## src/fpc_pkg.sv

```systemverilog
// constants, types and register map for the flash command sequencer
package fpc_pkg;
    localparam int unsigned FPC_AW = 12;
    // register byte offsets
    localparam logic [11:0] FPC_OFS_ADDR = 12'h000;
    localparam logic [11:0] FPC_OFS_DATA = 12'h004;
    localparam logic [11:0] FPC_OFS_CMD = 12'h008;
    localparam logic [11:0] FPC_OFS_RIS = 12'h00c;
    localparam logic [11:0] FPC_OFS_IM = 12'h010;
    localparam logic [11:0] FPC_OFS_MIS = 12'h014;
    localparam logic [11:0] FPC_OFS_RDEN = 12'h130;
    localparam logic [11:0] FPC_OFS_PGEN = 12'h134;
    localparam logic [11:0] FPC_OFS_USEC = 12'h140;
    // bus base addresses, the decoder above this block uses them
    localparam logic [31:0] FPC_CTRL_BASE = 32'h400f_d000;
    localparam logic [31:0] FPC_SYS_BASE = 32'h400f_e000;
    // command register fields
    localparam logic [15:0] FPC_WRKEY = 16'ha442;
    localparam int unsigned FPC_KEY_LSB = 16;
    localparam int unsigned FPC_BIT_WRITE = 0;
    localparam int unsigned FPC_BIT_ERASE = 1;
    localparam int unsigned FPC_BIT_MASS_ERASE_BIT = 2;
    localparam int unsigned FPC_BIT_COMMIT = 3;
    // interrupt bits
    localparam int unsigned FPC_IRQ_DONE = 0;
    localparam int unsigned FPC_IRQ_ACCESS = 1;
    // resets and sizes
    localparam logic [15:0] FPC_PROT_FACTORY = 16'hffff;
    localparam logic [7:0] FPC_USEC_RST = 8'h31;
    localparam int unsigned FPC_BLK_LSB = 11;
    localparam int unsigned FPC_NBLK = 16;
    // pulse lengths in microseconds
    localparam int unsigned FPC_PROG_US = 20;
    localparam int unsigned FPC_ERASE_US = 100;
    localparam int unsigned FPC_MASS_ERASE_BIT_US = 200;
    localparam int unsigned FPC_COMMIT_US = 20;
    localparam logic [1:0] FPC_RESP_OKAY = 2'b00;
    localparam logic [1:0] FPC_RESP_SLVERR = 2'b10;
    typedef enum logic [2:0] {
        FPC_IDLE, FPC_BOOT, FPC_PULSE, FPC_FINISH
    } fpc_state_e;
endpackage

```

## src/fpc_tick_if.sv

```systemverilog
// carrier between the sequencer and its microsecond pulse timer
`timescale 1ns/1ps
interface fpc_tick_if;
    logic start;
    logic [7:0] reload;
    logic [7:0] us_len;
    logic done;
    modport ctrl (output start, output reload, output us_len, input done);
    modport timer (input start, input reload, input us_len, output done);
endinterface

```

## src/fpc_flash_ctrl.sv

```systemverilog
// flash program, erase and protection sequencer with AXI4-Lite registers
// Operation
// - protection writes gate access checks immediately
// - address bit 0 selects commit target
// - commit bit writes selected register permanently
// - write bit held until programming completes
// - erase bit held until page erase completes
// - mass-erase bit held until array erased
// - protection loaded from storage at power-on
// - factory protection value is all ones
// - protection bits can only be cleared
// - uncommitted clears revert on power-on reset
// - one bit per 2 KB block, upper zero
// - two register bases, decoded by offset
// - raw, mask, masked status with write-one-clear
// - reload value times one microsecond ticks
// - program or erase of protected block refused
// - protected data reads return zero
`timescale 1ns/1ps
module fpc_flash_ctrl
    import fpc_pkg::*;
#(
    parameter int unsigned NBLK = FPC_NBLK
) (
    // clock and reset
    input wire logic clk,
    input wire logic reset,
    input wire logic clk_en,
    // axi4-lite write address and data
    input wire logic [FPC_AW-1:0] s_axi_awaddr,
    input wire logic s_axi_awvalid,
    output logic s_axi_awready,
    input wire logic [31:0] s_axi_wdata,
    input wire logic [3:0] s_axi_wstrb,
    input wire logic s_axi_wvalid,
    output logic s_axi_wready,
    output logic [1:0] s_axi_bresp,
    output logic s_axi_bvalid,
    input wire logic s_axi_bready,
    // axi4-lite read
    input wire logic [FPC_AW-1:0] s_axi_araddr,
    input wire logic s_axi_arvalid,
    output logic s_axi_arready,
    output logic [31:0] s_axi_rdata,
    output logic [1:0] s_axi_rresp,
    output logic s_axi_rvalid,
    input wire logic s_axi_rready,
    // nonvolatile protection store
    input wire logic [NBLK-1:0] nv_read_enable,
    input wire logic [NBLK-1:0] nv_program_enable,
    output logic nv_write,
    output logic nv_sel_program,
    output logic [NBLK-1:0] nv_wdata,
    // flash array access check and operation
    input wire logic [31:0] rd_addr,
    input wire logic rd_is_fetch,
    input wire logic [31:0] rd_array_data,
    output logic [31:0] rd_data,
    output logic rd_denied,
    output logic [2:0] array_op,
    output logic [31:0] array_addr,
    output logic [31:0] array_wdata
);
    ////////////////////////////////////////////////////////////////////////
    // registers
    logic [31:0] flash_target_address;
    logic [31:0] flash_write_data;
    logic [3:0] cmd_bits;
    logic [1:0] flash_raw_irq_status;
    logic [1:0] flash_irq_mask;
    logic [NBLK-1:0] block_read_enable;
    logic [NBLK-1:0] block_program_enable;
    logic [7:0] microsecond_reload;
    fpc_state_e state;
    fpc_state_e next_state;
    fpc_tick_if tk();

    // sync of the nonvolatile store pins
    logic [NBLK-1:0] nvr_s1, nvr_s2, nvp_s1, nvp_s2;

    ////////////////////////////////////////////////////////////////////////
    // axi handshake
    logic aw_held, w_held;
    logic [FPC_AW-1:0] aw_addr;
    logic [31:0] w_data;
    logic [3:0] w_strb;
    wire aw_take = s_axi_awvalid && s_axi_awready;
    wire w_take = s_axi_wvalid && s_axi_wready;
    wire wr_go = aw_held && w_held && !s_axi_bvalid;
    wire rd_take = s_axi_arvalid && s_axi_arready;
    wire [11:0] wa = aw_addr;
    wire [11:0] ra = s_axi_araddr;
    wire [31:0] wmask = {{8{w_strb[3]}}, {8{w_strb[2]}},
                         {8{w_strb[1]}}, {8{w_strb[0]}}};
    wire [31:0] wbits = w_data | ~wmask;

    // write decode
    wire wr_addr = wr_go && wa == FPC_OFS_ADDR;
    wire wr_data = wr_go && wa == FPC_OFS_DATA;
    wire wr_cmd = wr_go && wa == FPC_OFS_CMD;
    wire wr_im = wr_go && wa == FPC_OFS_IM;
    wire wr_mis = wr_go && wa == FPC_OFS_MIS;
    wire wr_rden = wr_go && wa == FPC_OFS_RDEN;
    wire wr_pgen = wr_go && wa == FPC_OFS_PGEN;
    wire wr_usec = wr_go && wa == FPC_OFS_USEC;
    wire wr_hit = wr_addr | wr_data | wr_cmd | wr_im | wr_mis | wr_rden
        | wr_pgen | wr_usec | (wr_go && wa == FPC_OFS_RIS);

    // keyed command accepted only when idle
    wire key_ok = w_data[31:FPC_KEY_LSB] == FPC_WRKEY && w_strb == 4'hf;
    wire cmd_go = wr_cmd && key_ok && state == FPC_IDLE
        && cmd_bits == 4'h0 && w_data[3:0] != 4'h0;
    wire [NBLK-1:0] tgt_blk_oh =
        NBLK'(1) << flash_target_address[FPC_BLK_LSB +: 4];
    // refused when target block may not change
    wire blk_locked = (block_program_enable & tgt_blk_oh) == '0;
    wire needs_blk = w_data[FPC_BIT_WRITE] | w_data[FPC_BIT_ERASE];
    wire mass_locked = block_program_enable != {NBLK{1'b1}};
    wire refuse = cmd_go && ((needs_blk && blk_locked)
        || (w_data[FPC_BIT_MASS_ERASE_BIT] && mass_locked));

    // pulse length per command, in microseconds
    wire [7:0] us_len =
        w_data[FPC_BIT_WRITE] ? 8'(FPC_PROG_US) :
        w_data[FPC_BIT_ERASE] ? 8'(FPC_ERASE_US) :
        w_data[FPC_BIT_MASS_ERASE_BIT] ? 8'(FPC_MASS_ERASE_BIT_US) : 8'(FPC_COMMIT_US);

    assign tk.start = cmd_go && !refuse;
    assign tk.reload = microsecond_reload;
    assign tk.us_len = us_len;

    fpc_pulse_timer u_timer (
        .clk(clk),
        .reset(reset),
        .clk_en(clk_en),
        .tk(tk)
    );

    ////////////////////////////////////////////////////////////////////////
    // sequencer
    always_comb begin
        next_state = state;
        case (state)
            FPC_BOOT: next_state = FPC_IDLE;
            FPC_IDLE: if (tk.start) next_state = FPC_PULSE;
            FPC_PULSE: if (tk.done) next_state = FPC_FINISH;
            FPC_FINISH: next_state = FPC_IDLE;
            default: next_state = FPC_IDLE;
        endcase
    end

    wire op_done = state == FPC_FINISH;
    wire [1:0] irq_set = {refuse, op_done};
    wire [1:0] irq_clr = wr_mis ? wbits[1:0] & flash_irq_mask : 2'b00;
    wire commit_prog = flash_target_address[0];

    always_ff @(posedge clk or posedge reset) begin
        if (reset) begin
            state <= FPC_BOOT;
        end else if (clk_en) begin
            state <= next_state;
        end
    end

    // no reset: the pairs fill with the stored values while reset is held
    always_ff @(posedge clk) begin
        if (clk_en) begin
            nvr_s1 <= nv_read_enable;
            nvr_s2 <= nvr_s1;
            nvp_s1 <= nv_program_enable;
            nvp_s2 <= nvp_s1;
        end
    end

    // protection registers
    always_ff @(posedge clk or posedge reset) begin
        if (reset) begin
            block_read_enable <= FPC_PROT_FACTORY[NBLK-1:0];
            block_program_enable <= FPC_PROT_FACTORY[NBLK-1:0];
        end else if (clk_en) begin
            if (state == FPC_BOOT) begin
                // stored values replace volatile clears
                block_read_enable <= nvr_s2;
                block_program_enable <= nvp_s2;
            end else begin
                // write-zero-only, live at once
                if (wr_rden)
                    block_read_enable <= block_read_enable & wbits[NBLK-1:0];
                if (wr_pgen)
                    block_program_enable <=
                        block_program_enable & wbits[NBLK-1:0];
            end
        end
    end

    // software registers
    always_ff @(posedge clk or posedge reset) begin
        if (reset) begin
            flash_target_address <= '0;
            flash_write_data <= '0;
            flash_irq_mask <= '0;
            microsecond_reload <= FPC_USEC_RST;
            flash_raw_irq_status <= '0;
            cmd_bits <= '0;
        end else if (clk_en) begin
            if (wr_addr)
                flash_target_address <= (flash_target_address & ~wmask)
                    | (w_data & wmask);
            if (wr_data)
                flash_write_data <= (flash_write_data & ~wmask)
                    | (w_data & wmask);
            if (wr_im && w_strb[0])
                flash_irq_mask <= w_data[1:0];
            if (wr_usec && w_strb[0])
                microsecond_reload <= w_data[7:0];
            // set wins over clear
            flash_raw_irq_status <= (flash_raw_irq_status & ~irq_clr)
                | irq_set;
            // held during the operation, cleared at its end
            if (tk.start)
                cmd_bits <= w_data[3:0];
            else if (op_done)
                cmd_bits <= '0;
        end
    end

    // outputs to the array and the nonvolatile store
    always_ff @(posedge clk or posedge reset) begin
        if (reset) begin
            array_op <= '0;
            array_addr <= '0;
            array_wdata <= '0;
            nv_write <= 1'b0;
            nv_sel_program <= 1'b0;
            nv_wdata <= '0;
        end else if (clk_en) begin
            array_op <= (state == FPC_PULSE) ? cmd_bits[2:0] : 3'b000;
            array_addr <= flash_target_address;
            array_wdata <= flash_write_data;
            // commit pulse to the store
            nv_write <= op_done && cmd_bits[FPC_BIT_COMMIT];
            nv_sel_program <= commit_prog;
            nv_wdata <= commit_prog ? block_program_enable
                : block_read_enable;
        end
    end

    // data read gating
    wire [NBLK-1:0] rd_blk_oh = NBLK'(1) << rd_addr[FPC_BLK_LSB +: 4];
    wire rd_blocked = !rd_is_fetch && (block_read_enable & rd_blk_oh) == '0;
    always_ff @(posedge clk or posedge reset) begin
        if (reset) begin
            rd_data <= '0;
            rd_denied <= 1'b0;
        end else if (clk_en) begin
            rd_data <= rd_blocked ? 32'h0000_0000 : rd_array_data;
            rd_denied <= rd_blocked;
        end
    end

    ////////////////////////////////////////////////////////////////////////
    // read mux
    wire [1:0] mis = flash_raw_irq_status & flash_irq_mask;
    logic [31:0] rmux;
    logic rhit;
    always_comb begin
        rmux = '0;
        rhit = 1'b1;
        case (ra)
            FPC_OFS_ADDR: rmux = flash_target_address;
            FPC_OFS_DATA: rmux = flash_write_data;
            FPC_OFS_CMD: rmux = {28'h000_0000, cmd_bits};
            FPC_OFS_RIS: rmux = {30'h0, flash_raw_irq_status};
            FPC_OFS_IM: rmux = {30'h0, flash_irq_mask};
            FPC_OFS_MIS: rmux = {30'h0, mis};
            FPC_OFS_RDEN: rmux = 32'(block_read_enable);
            FPC_OFS_PGEN: rmux = 32'(block_program_enable);
            FPC_OFS_USEC: rmux = {24'h00_0000, microsecond_reload};
            default: rhit = 1'b0;
        endcase
    end

    always_ff @(posedge clk or posedge reset) begin
        if (reset) begin
            aw_held <= 1'b0;
            w_held <= 1'b0;
            aw_addr <= '0;
            w_data <= '0;
            w_strb <= '0;
            s_axi_awready <= 1'b0;
            s_axi_wready <= 1'b0;
            s_axi_bvalid <= 1'b0;
            s_axi_bresp <= FPC_RESP_OKAY;
            s_axi_arready <= 1'b0;
            s_axi_rvalid <= 1'b0;
            s_axi_rdata <= '0;
            s_axi_rresp <= FPC_RESP_OKAY;
        end else if (clk_en) begin
            s_axi_awready <= !aw_held && !aw_take;
            s_axi_wready <= !w_held && !w_take;
            if (aw_take) begin
                aw_held <= 1'b1;
                aw_addr <= {s_axi_awaddr[FPC_AW-1:2], 2'b00};
            end
            if (w_take) begin
                w_held <= 1'b1;
                w_data <= s_axi_wdata;
                w_strb <= s_axi_wstrb;
            end
            if (wr_go) begin
                s_axi_bvalid <= 1'b1;
                s_axi_bresp <= wr_hit ? FPC_RESP_OKAY : FPC_RESP_SLVERR;
            end else if (s_axi_bvalid && s_axi_bready) begin
                s_axi_bvalid <= 1'b0;
                aw_held <= 1'b0;
                w_held <= 1'b0;
                s_axi_awready <= 1'b1;
                s_axi_wready <= 1'b1;
            end
            s_axi_arready <= !s_axi_rvalid && !rd_take;
            if (rd_take) begin
                s_axi_rvalid <= 1'b1;
                s_axi_rdata <= rmux;
                s_axi_rresp <= rhit ? FPC_RESP_OKAY : FPC_RESP_SLVERR;
            end else if (s_axi_rvalid && s_axi_rready) begin
                s_axi_rvalid <= 1'b0;
                s_axi_arready <= 1'b1;
            end
        end
    end
endmodule

```

## src/fpc_pulse_timer.sv

```systemverilog
// microsecond tick divider and pulse length counter
`timescale 1ns/1ps
module fpc_pulse_timer
    import fpc_pkg::*;
(
    // clock and reset
    input wire logic clk,
    input wire logic reset,
    input wire logic clk_en,
    // control
    fpc_tick_if.timer tk
);
    logic [7:0] div;
    logic [7:0] us_left;
    logic busy;
    wire tick = busy && (div == 8'h00);

    always_ff @(posedge clk or posedge reset) begin
        if (reset) begin
            div <= 8'h00;
            us_left <= 8'h00;
            busy <= 1'b0;
            tk.done <= 1'b0;
        end else if (clk_en) begin
            tk.done <= 1'b0;
            if (tk.start) begin
                busy <= 1'b1;
                div <= tk.reload;
                us_left <= tk.us_len;
            end else if (tick) begin
                div <= tk.reload;
                us_left <= us_left - 8'h01;
                if (us_left <= 8'h01) begin
                    busy <= 1'b0;
                    tk.done <= 1'b1;
                end
            end else if (busy) begin
                div <= div - 8'h01;
            end
        end
    end
endmodule

```

## config.mk

```make
export PLATFORM = sky130hd
export DESIGN_NAME = fpc_flash_ctrl
export DESIGN_NICKNAME = d
export VERILOG_FILES = /design/src/fpc_pkg.sv /design/src/fpc_tick_if.sv /design/src/fpc_flash_ctrl.sv /design/src/fpc_pulse_timer.sv
export SDC_FILE = /design/constraint.sdc
export NUM_CORES = 1
export LEC_CHECK = 0
export ABC_AREA = 1
export BUFFER_PORTS_ARGS = -buffer_cell sky130_fd_sc_hd__buf_2
export CORE_AREA = 2 2 180 182
export CTS_CLUSTER_DIAMETER = 60
export DETAILED_ROUTE_END_ITERATION = 8
export DIE_AREA = 0 0 182 184
export PLACE_DENSITY = 0.81
export SLEW_MARGIN = 20
export SYNTH_ARGS = -nofsm -noshare
export SYNTH_HDL_FRONTEND = slang
export SYNTH_SLANG_ARGS = --single-unit
```

## constraint.sdc

```tcl
create_clock -name clk -period 12.8 [get_ports clk]
set_input_delay 1.28 -clock clk [delete_from_list [all_inputs] [get_ports clk]]
set_output_delay 1.28 -clock clk [all_outputs]
set_load 0.005 [all_outputs]
```

## Word-level counts from Yosys, hierarchy flattened

Index checks and enable logic that the tools add are counted.

| operators by class | value |
|---|---|
| add/subtract/negate cells | 2 |
| $lt $le $gt $ge | 1 |
| equal/unequal tests | 24 |
| shift operators | 2 |
| multiplexer cells | 47 |
| bitwise logic cells | 25 |
| reduce and logical (&&, ||, !) cells | 77 |

Operators with widths:

| kind | count |
|---|---|
| 32-bit one-hot mux with 9 select lines | 1 |
| 32-bit bitwise AND | 3 |
| 16-bit 2-to-1 mux | 5 |
| 16-bit bitwise AND | 4 |
| 8-bit 2-to-1 mux | 8 |
| 32-bit OR | 2 |
| 12-bit by 9-bit == test with 1-bit output, second input constant | 3 |
| 1-bit logical AND | 33 |
| 16-bit logical NOT | 2 |
| 32-bit 2-to-1 mux | 1 |
| 32-bit NOT | 1 |
| 1-bit by 4-bit left shift with 16-bit output, first input constant | 2 |
| 10-bit by 7-bit == test with 1-bit output, second input constant | 3 |
| 2-bit AND reduction | 15 |
| 12-bit by 4-bit == test with 1-bit output, second input constant | 2 |
| 12-bit by 5-bit == test with 1-bit output, second input constant | 2 |
| 12-bit logical NOT | 2 |
| 1-bit 2-to-1 mux | 23 |
| 10-bit by 2-bit == test with 1-bit output, second input constant | 2 |
| 10-bit by 3-bit == test with 1-bit output, second input constant | 2 |
| 16-bit == test, second input constant | 1 |
| 16-bit != test, second input constant | 1 |
| 16-bit OR | 1 |
| 8-bit by 1-bit subtractor with 8-bit output, second input constant | 2 |
| 26 further kinds | 57 |

| storage, ports and cells | value |
|---|---|
| bits in registers | 404 |
| bits of input ports | 165 |
| word-level logic and storage cells | 216 |

## Logic depth before layout (Yosys ltp)

Gate-level depths: netlist of run 1.

| logic depth | value |
|---|---|
| depth after elaboration | 12 |
| gate-level depth with buffers | 14 |

## By module

From an unflattened synthesis of run 1, not the netlist that was laid out.

| unflattened totals | value |
|---|---|
| cells, all modules | 2005 |
| area total of the unflattened synthesis | 17669.4 um2 |

Modules (own cells, without submodules):

| module | times used | cells each | area an instance (um2) |
|---|---|---|---|
| fpc_flash_ctrl | 1 | 1806 | 16358.2 |
| fpc_pulse_timer | 1 | 199 | 1311.3 |

## Worst setup path after synthesis of run 1

No wires, ideal clock.

| timing | value |
|---|---|
| path kind | input port to flip-flop |
| start point | in s_axi_araddr[7] |
| end point | reg s_axi_rdata[4] |
| data arrival time | 2.461 ns |
| required time | 12.734 ns |
| setup slack | 10.273 ns |
| cell stages on the path | 10 |
| path buffers | 1 |
| cells stage by stage | nor2_2 -> inv_1 -> nor3_2 -> nand2_1 -> clkinv_1 -> buf_2 -> nand2_1 -> o211ai_1 -> nand2_1 -> nand2_1 |

| on the way | value |
|---|---|
| longest elaborated chain between the ends | 2 |
| elaborated cells between the ends (all ways) | 10 |
| those cells by class | 8 x eq/ne; 1 x mux; 1 x reduce/logical |

Ends and longest elaborated chain:

| item | line | text |
|---|---|---|
| start, declared | fpc_flash_ctrl.sv:41 | `input wire logic [FPC_AW-1:0] s_axi_araddr,` |
| 12-bit by 9-bit == test with 1-bit output, or another cell as far along | fpc_flash_ctrl.sv:269 | `case (ra)` |
| 32-bit one-hot mux with 9 select lines * | fpc_flash_ctrl.sv:269 |  |
| end signal, assigned | fpc_flash_ctrl.sv:323 | `s_axi_rdata <= rmux;` |
| end, declared | fpc_flash_ctrl.sv:44 | `output logic [31:0] s_axi_rdata,` |

Mark *: on every way between the ends. The rest lies on a longest branch, timed or not.
A chain may end at the register's enable or synchronous reset.

==> qor.txt, run 1 <==
Slew of the pin with the lowest slew margin - 1.08 ns
Register area - 10400 µm²
Worst-case clock skew - 0.0221 ns
Area of the multi-input gates - 5880 µm²
Final setup vio count - 0
P_sw - 0.946 mW
Register-to-Register Path Depth - 12
Clock power share - 0.374
Post-CTS resize count - 0
Hold endpoint - nvr_s2[9]
Gate Count Post-Synth - 2027
# hold bufs at CTS - 0
Clk buf depth - 3
Async SR Flop Fraction - 0.840
Number of synthesized flops with an enable pin - 64
CP Launch Type - primary input
Antenna Violating Nets Remaining - 0
Crit path DAT - 4.27 ns
Status - finished, final reports clean
FMAX - 0.259 GHz
# H-tree levels - 2
CP Data Required Time - 13.22 ns
P per Cell Area - 159 nW/µm²
HPWL Detailed - 33500 µm
Fin. Hold Viols - 0
Register bit total from synthesis - 400
# fillers - 2558
Setup Buffers After CTS - 0
Reg-to-Reg Start - w_data[19]
Vias/cell - 5.53
Synthesis-to-layout area growth - 18.3%
GRT Resource Usage Total - 0.288
Routed len/inst - 17.6 µm
DRC Markers - 0
Largest net degree at the start of global routing - 149
Core Footprint - 31400 µm²
Mapped Area - 17500 µm²
Hold Path Class - reg -> reg
Post-Route Setup TNS - 0 ns
CTS Buf Count - 42
Fin nets - 2464
Crit. Startpoint - clk_en
Synth unique cells - 41
I/O pin count - 324
Die height - 184 µm
DRT Wirelength - 48000 µm
Slew headroom - 0.280
Vias in the first global route - 14.4k
Reg2Reg Setup Slack - 9.98 ns
Buffers on Ports - 291
Row count - 65
Post-synthesis sequential area ratio - 0.593
FF-to-FF End - u_timer.div[1]
Worst-path maximum fanout - 78
Initial DRC Count - 1708
GPL Wtd Cong - 0.960
Sinks on Clock Net - 400
Router iterations before antenna repair - 6
Worst-path clk slew - 0.06 ns
Hold depth - 0
Average size of a mapped cell - 8.63 µm²
Maximum vdd drop - 0.115 mV
Critical path type - in -> reg
Total power - 3.28 mW
Logic pwr share - 0.153
Global-route wire length before repair - 76300 µm
Total die area - 33500 µm²
Setup crit end kind - register
CTS Root Cell - clkbuf_16
RSZ-0062 raised after global routing - no
Sequential fraction of design power - 0.473
Initial Utilization - 0.557
Die X - 182 µm
Synth Flop Type - dfrtp_1
Max-slew violation count - 0
Int Pwr - 2.34 mW
Min cycle time layout - 3.85 ns
Period utilization - 0.301
Layout cells sized above 1 - 0.188
Final Util - 0.659
YS warnings - 0
HP Start - nvr_s1[9]
Routed via count - 15.1k
Worst-Skew Late Latency - 0.54 ns
CTS tree - yes
Leak pwr - 10.3 nW
Max_cap viols - 0
Initial antenna violation count - 5
Grt ovf - 0
Sw frac - 0.288
==> cell families after synthesis <==
kind of cell,share of synthesized area
other,0.000214
XOR/XNOR,0.00501
AND/OR/NAND/NOR,0.222
adder cells (fa/ha/maj),0.00215
multiplexers,0.00258
buffers and inverters,0.0714
flip-flops,0.593
AO/OA/AOI/OAI,0.103
==> synth_stat cells, types with 4 or more instances <==
cell type | instances | share of area
mux2_2 | 4 | 0.0026
edfxtp_1 | 64 | 0.11
nor2_1 | 152 | 0.033
o211ai_1 | 5 | 0.0021
buf_2 | 14 | 0.0040
nand4_1 | 44 | 0.016
nor2_2 | 4 | 0.0014
o21ai_0 | 216 | 0.062
nand2_1 | 631 | 0.14
clkbuf_1 | 57 | 0.012
buf_4 | 6 | 0.0026
xor2_1 | 7 | 0.0035
dfrtp_1 | 300 | 0.43
a21oi_1 | 76 | 0.022
dfstp_2 | 36 | 0.054
o21ai_1 | 5 | 0.0014
buf_1 | 6 | 0.0013
nor3_1 | 16 | 0.0046
nand3_1 | 81 | 0.023
nor4_1 | 5 | 0.0018
inv_1 | 233 | 0.050
o22ai_1 | 28 | 0.010
==> layout make-up <==
cell class	instances	area share
clock buffer	62	0.0598
clock inverter	14	0.00805
timing repair buffer	307	0.0777
antenna	4	0.000484
sequential	400	0.502
tap	402	0.0243
multi-input combinational	1306	0.284
inverter	239	0.0439
==> per-stage QoR <==
| stage | instances | area (µm²) | hold WS (ns) | setup slack, ns |
|---|---|---|---|---|
| finish | 2734 | 20700 | 0.412 | 8.95 |
| floorplan | 2028 | 17500 | 0.400 | 2.27 |
| CTS | 2729 | 20600 | 0.414 | 8.99 |
| global placement | 2653 | 19200 | 0.403 | 8.54 |
| detailed placement | 2653 | 19200 | 0.405 | 8.44 |
| global route | 2731 | 20700 | 0.415 | 8.73 |
==> cells in the final DEF, fill, tap and decap left out, types with 36 or more instances in the layout <==
cell	instances
a21oi_1	76
buf_2	290
clkbuf_16	42
dfrtp_1	300
dfstp_2	36
edfxtp_1	64
inv_1	232
nand2_1	631
nand3_1	80
nand4_1	44
nor2_1	150
o21ai_0	216
==> how the worst max path moves through the flow <==
stage / endpoint / cells past startpoint
after CTS: register / 8
after global placement: register / 8
after global routing: register / 8
after floorplan: asynchronous set/reset pin / 1
final: register / 8
after detailed placement: register / 8
==> power by group through the flow <==
stage	clock, mW	sequential, mW	combinational (mW)
6_report	1.23	1.55	0.502
2_1_floorplan	0	1.53	0.347
3_3_place_gp	0	1.56	0.477
3_5_place_dp	0	1.57	0.495
4_1_cts	1.24	1.55	0.499
5_1_grt	1.29	1.57	0.580
==> per-layer routing <==
metal | track usage | wire, µm | up-vias
met4 | 0.106 | 1730 | 2
met3 | 0.0592 | 4820 | 128
met5 | 0 | 13 | -
li1 | - | - | 7042
met2 | 0.457 | 21900 | 808
met1 | 0.397 | 19600 | 7136
==> critical path: stages <==
cell and delay [ns]:
buf_6 0.23, buf_4 0.60, buf_4 0.78, nand2_1 0.13
inv_1 0.17, nand4_1 0.53, o21ai_0 0.39, inv_1 0.07
Note: power is estimated with default switching activity, not from simulation.
==> run 2, diff against run 1 <==
--- a/config.mk
+++ b/config.mk
@@ -7,11 +7,11 @@
 export LEC_CHECK = 0
 export ABC_AREA = 1
 export BUFFER_PORTS_ARGS = -buffer_cell sky130_fd_sc_hd__buf_2
-export CORE_AREA = 2 2 180 182
+export CORE_AREA = 2 2 191 193
 export CTS_CLUSTER_DIAMETER = 60
 export DETAILED_ROUTE_END_ITERATION = 8
-export DIE_AREA = 0 0 182 184
-export PLACE_DENSITY = 0.81
+export DIE_AREA = 0 0 193 195
+export PLACE_DENSITY = 0.76
 export SLEW_MARGIN = 20
 export SYNTH_ARGS = -nofsm -noshare
 export SYNTH_HDL_FRONTEND = slang
==> constraint.sdc (replaced) <==
create_clock -name clk -period 3.5 [get_ports clk]
set_input_delay 0.35 -clock clk [delete_from_list [all_inputs] [get_ports clk]]
set_output_delay 0.35 -clock clk [all_outputs]
set_load 0.005 [all_outputs]
==> qor.txt, run 2 (same netlist as run 1, synthesis figures left out) <==
Maximum vdd drop - 0.448 mV (was 0.115 mV)
Row count - 69 (was 65)
Synthesis-to-layout area growth - 21.6% (was 18.3%)
Critical path type - reg -> reg (was in -> reg)
Post-Route Setup TNS - 0 ns (unchanged)
GRT Resource Usage Total - 0.263 (was 0.288)
Final hold slack - 0.0388 ns (was 0.412 ns)
# hold bufs at CTS - 33 (was 0)
Routed len/inst - 17.6 µm (about the same)
DRT Wirelength - 50100 µm (was 48000 µm)
HPWL Detailed - 35400 µm (was 33500 µm)
Final setup vio count - 0 (unchanged)
HP Start - rd_array_data[18] (was nvr_s1[9])
Clk buf depth - 3 (unchanged)
I/O pin count - 324 (unchanged)
Post-CTS resize count - 0 (unchanged)
Fin area - 21300 µm² (was 20700 µm²)
Sequential fraction of design power - 0.464 (was 0.473)
# H-tree levels - 2 (unchanged)
Largest net degree at the start of global routing - 94 (was 149)
Layout cells sized above 1 - 0.192 (was 0.188)
RSZ-0062 raised after global routing - no (unchanged)
Antenna Violating Nets Remaining - 0 (unchanged)
Routed via count - 15.1k (about the same)
P per Cell Area - 576 nW/µm² (was 159 nW/µm²)
Reg-to-Reg Start - aw_addr[10] (was w_data[19])
Register area - 10400 µm² (unchanged)
FMAX - 0.400 GHz
Fin nets - 2510 (was 2464)
CTS tree - yes (unchanged)
Post-route setup slack - 1.00 ns (was 8.95 ns)
Setup crit end kind - register (unchanged)
Reg2Reg Setup Slack - 1.00 ns (was 9.98 ns)
Core Footprint - 35400 µm² (was 31400 µm²)
CP Data Required Time - 3.90 ns (was 13.22 ns)
Buffers on Ports - 291 (unchanged)
Commonest non-fill, non-tap cells in the layout - nand2_1 (630), dfrtp_1 (300), buf_2 (290), inv_1 (232), o21ai_0 (216) (was nand2_1 (631), dfrtp_1 (300), buf_2 (290), inv_1 (232), o21ai_0 (216))
Logic pwr share - 0.154 (was 0.153)
Initial DRC Count - 1284 (was 1708)
Leak pwr - 10.6 nW (was 10.3 nW)
Area of the multi-input gates - 5880 µm² (about the same)
Total die area - 37600 µm² (was 33500 µm²)
Clock power share - 0.382 (was 0.374)
Initial antenna violation count - 6 (was 5)
Placed Cells - 2726 (was 2653)
Slew headroom - 0.274 (was 0.280)
Setup Buffers After CTS - 0 (unchanged)
Die height - 195 µm (was 184 µm)
Vias/cell - 5.32 (was 5.53)
DRC Markers - 0 (unchanged)
DP Area - 19500 µm² (was 19200 µm²)
Router iterations before antenna repair - 6 (unchanged)
Slew of the pin with the lowest slew margin - 1.09 ns (was 1.08 ns)
Crit. Startpoint - aw_addr[10] (was clk_en)
Register-to-Register Path Depth - 8 (was 12)
Int Pwr - 8.74 mW (was 2.34 mW)
Sinks on Clock Net - 400 (unchanged)
Pre-CTS setup slack - 0.970 ns (was 8.44 ns)
Fin. Hold Viols - 0 (unchanged)
Worst-path clk slew - 0.06 ns (about the same)
GPL Wtd Cong - 0.940 (was 0.960)
Total power - 12.2 mW (was 3.28 mW)
Die X - 193 µm (was 182 µm)
Crit path DAT - 2.90 ns (was 4.27 ns)
Final Non-Filler Cells - 2840 (was 2734)
Grt ovf - 0 (unchanged)
Sw frac - 0.286 (was 0.288)
CTS Buf Count - 42 (unchanged)
CTS Root Cell - clkbuf_16 (unchanged)
Most common cell after layout, fill and taps aside - nand2_1 (unchanged)
Hold Path Class - in -> reg (was reg -> reg)
Worst-path maximum fanout - 16 (was 78)
# fillers - 3050 (was 2558)
Global-route wire length before repair - 77300 µm (was 76300 µm)
P_sw - 3.51 mW (was 0.946 mW)
Final Util - 0.601 (was 0.659)
Worst-Skew Late Latency - 0.55 ns (was 0.54 ns)
Vias in the first global route - 14.3k (was 14.4k)
CP Launch Type - register (was primary input)
Worst-case clock skew - 0.0246 ns (was 0.0221 ns)
Min cycle time layout - 2.50 ns
Max-slew violation count - 0 (unchanged)
Initial Utilization - 0.494 (was 0.557)
Period utilization - 0.714
Status - finished, final reports clean (unchanged)
Max_cap viols - 0 (unchanged)
## run 2: changes by cell type in the layout (fill, tap and decap cells not counted), moves of 2 or more
cell	delta
clkbuf_1	-4
clkinvlp_2	-2
inv_6	+2
clkinv_2	+9
bufinv_16	+4
dlygate4sd3_1	+33
buf_4	+11
buf_12	+4
clkbuf_8	-7
## run 2: layout make-up
type	count	area share
Sequential cell	400	0.488
Multi-Input combinational cell	1306	0.277
Timing Repair Buffer	353	0.0969
Clock buffer	51	0.0529
Inverter	239	0.0425
Tap cell	461	0.0271
Clock inverter	25	0.0154
Antenna cell	5	0.000588
## run 2: metal layers
metal / wire [µm] / global-route usage
met1: 20700 / 0.361
met2: 23100 / 0.424
met3: 4540 / 0.0449
met4: 1730 / 0.0889
met5: 13 / 0
## run 2: worst min-delay path by stage
stage	endpoint	slack (ns)	depth (start not counted)
2_1_floorplan	nvp_s2[0]	0.40	0
3_3_place_gp	nvr_s2[1]	0.40	0
3_5_place_dp	nvp_s2[15]	0.40	0
4_1_cts	rd_data[18]	0.03	3
5_1_grt	rd_data[18]	0.03	3
6_report	rd_data[18]	0.04	3
## run 2: power groups by stage
stage	logic, mW	clock network, mW	registers (mW)
2_1_floorplan	1.27	0	5.60
3_3_place_gp	1.80	0	5.73
3_5_place_dp	1.85	0	5.74
4_1_cts	1.89	4.74	5.66
5_1_grt	2.15	4.94	5.73
6_report	1.88	4.68	5.67
## run 2: critical path, cell delays in order (launching register included)
cell and delay (ns):
dfrtp_1 0.37, nor2_1 0.31, inv_1 0.12, nor3_2 0.26, nand3_1 0.18, nor2_1 0.40, nand2_1 0.43, nand2_1 0.18
o21ai_0 0.10
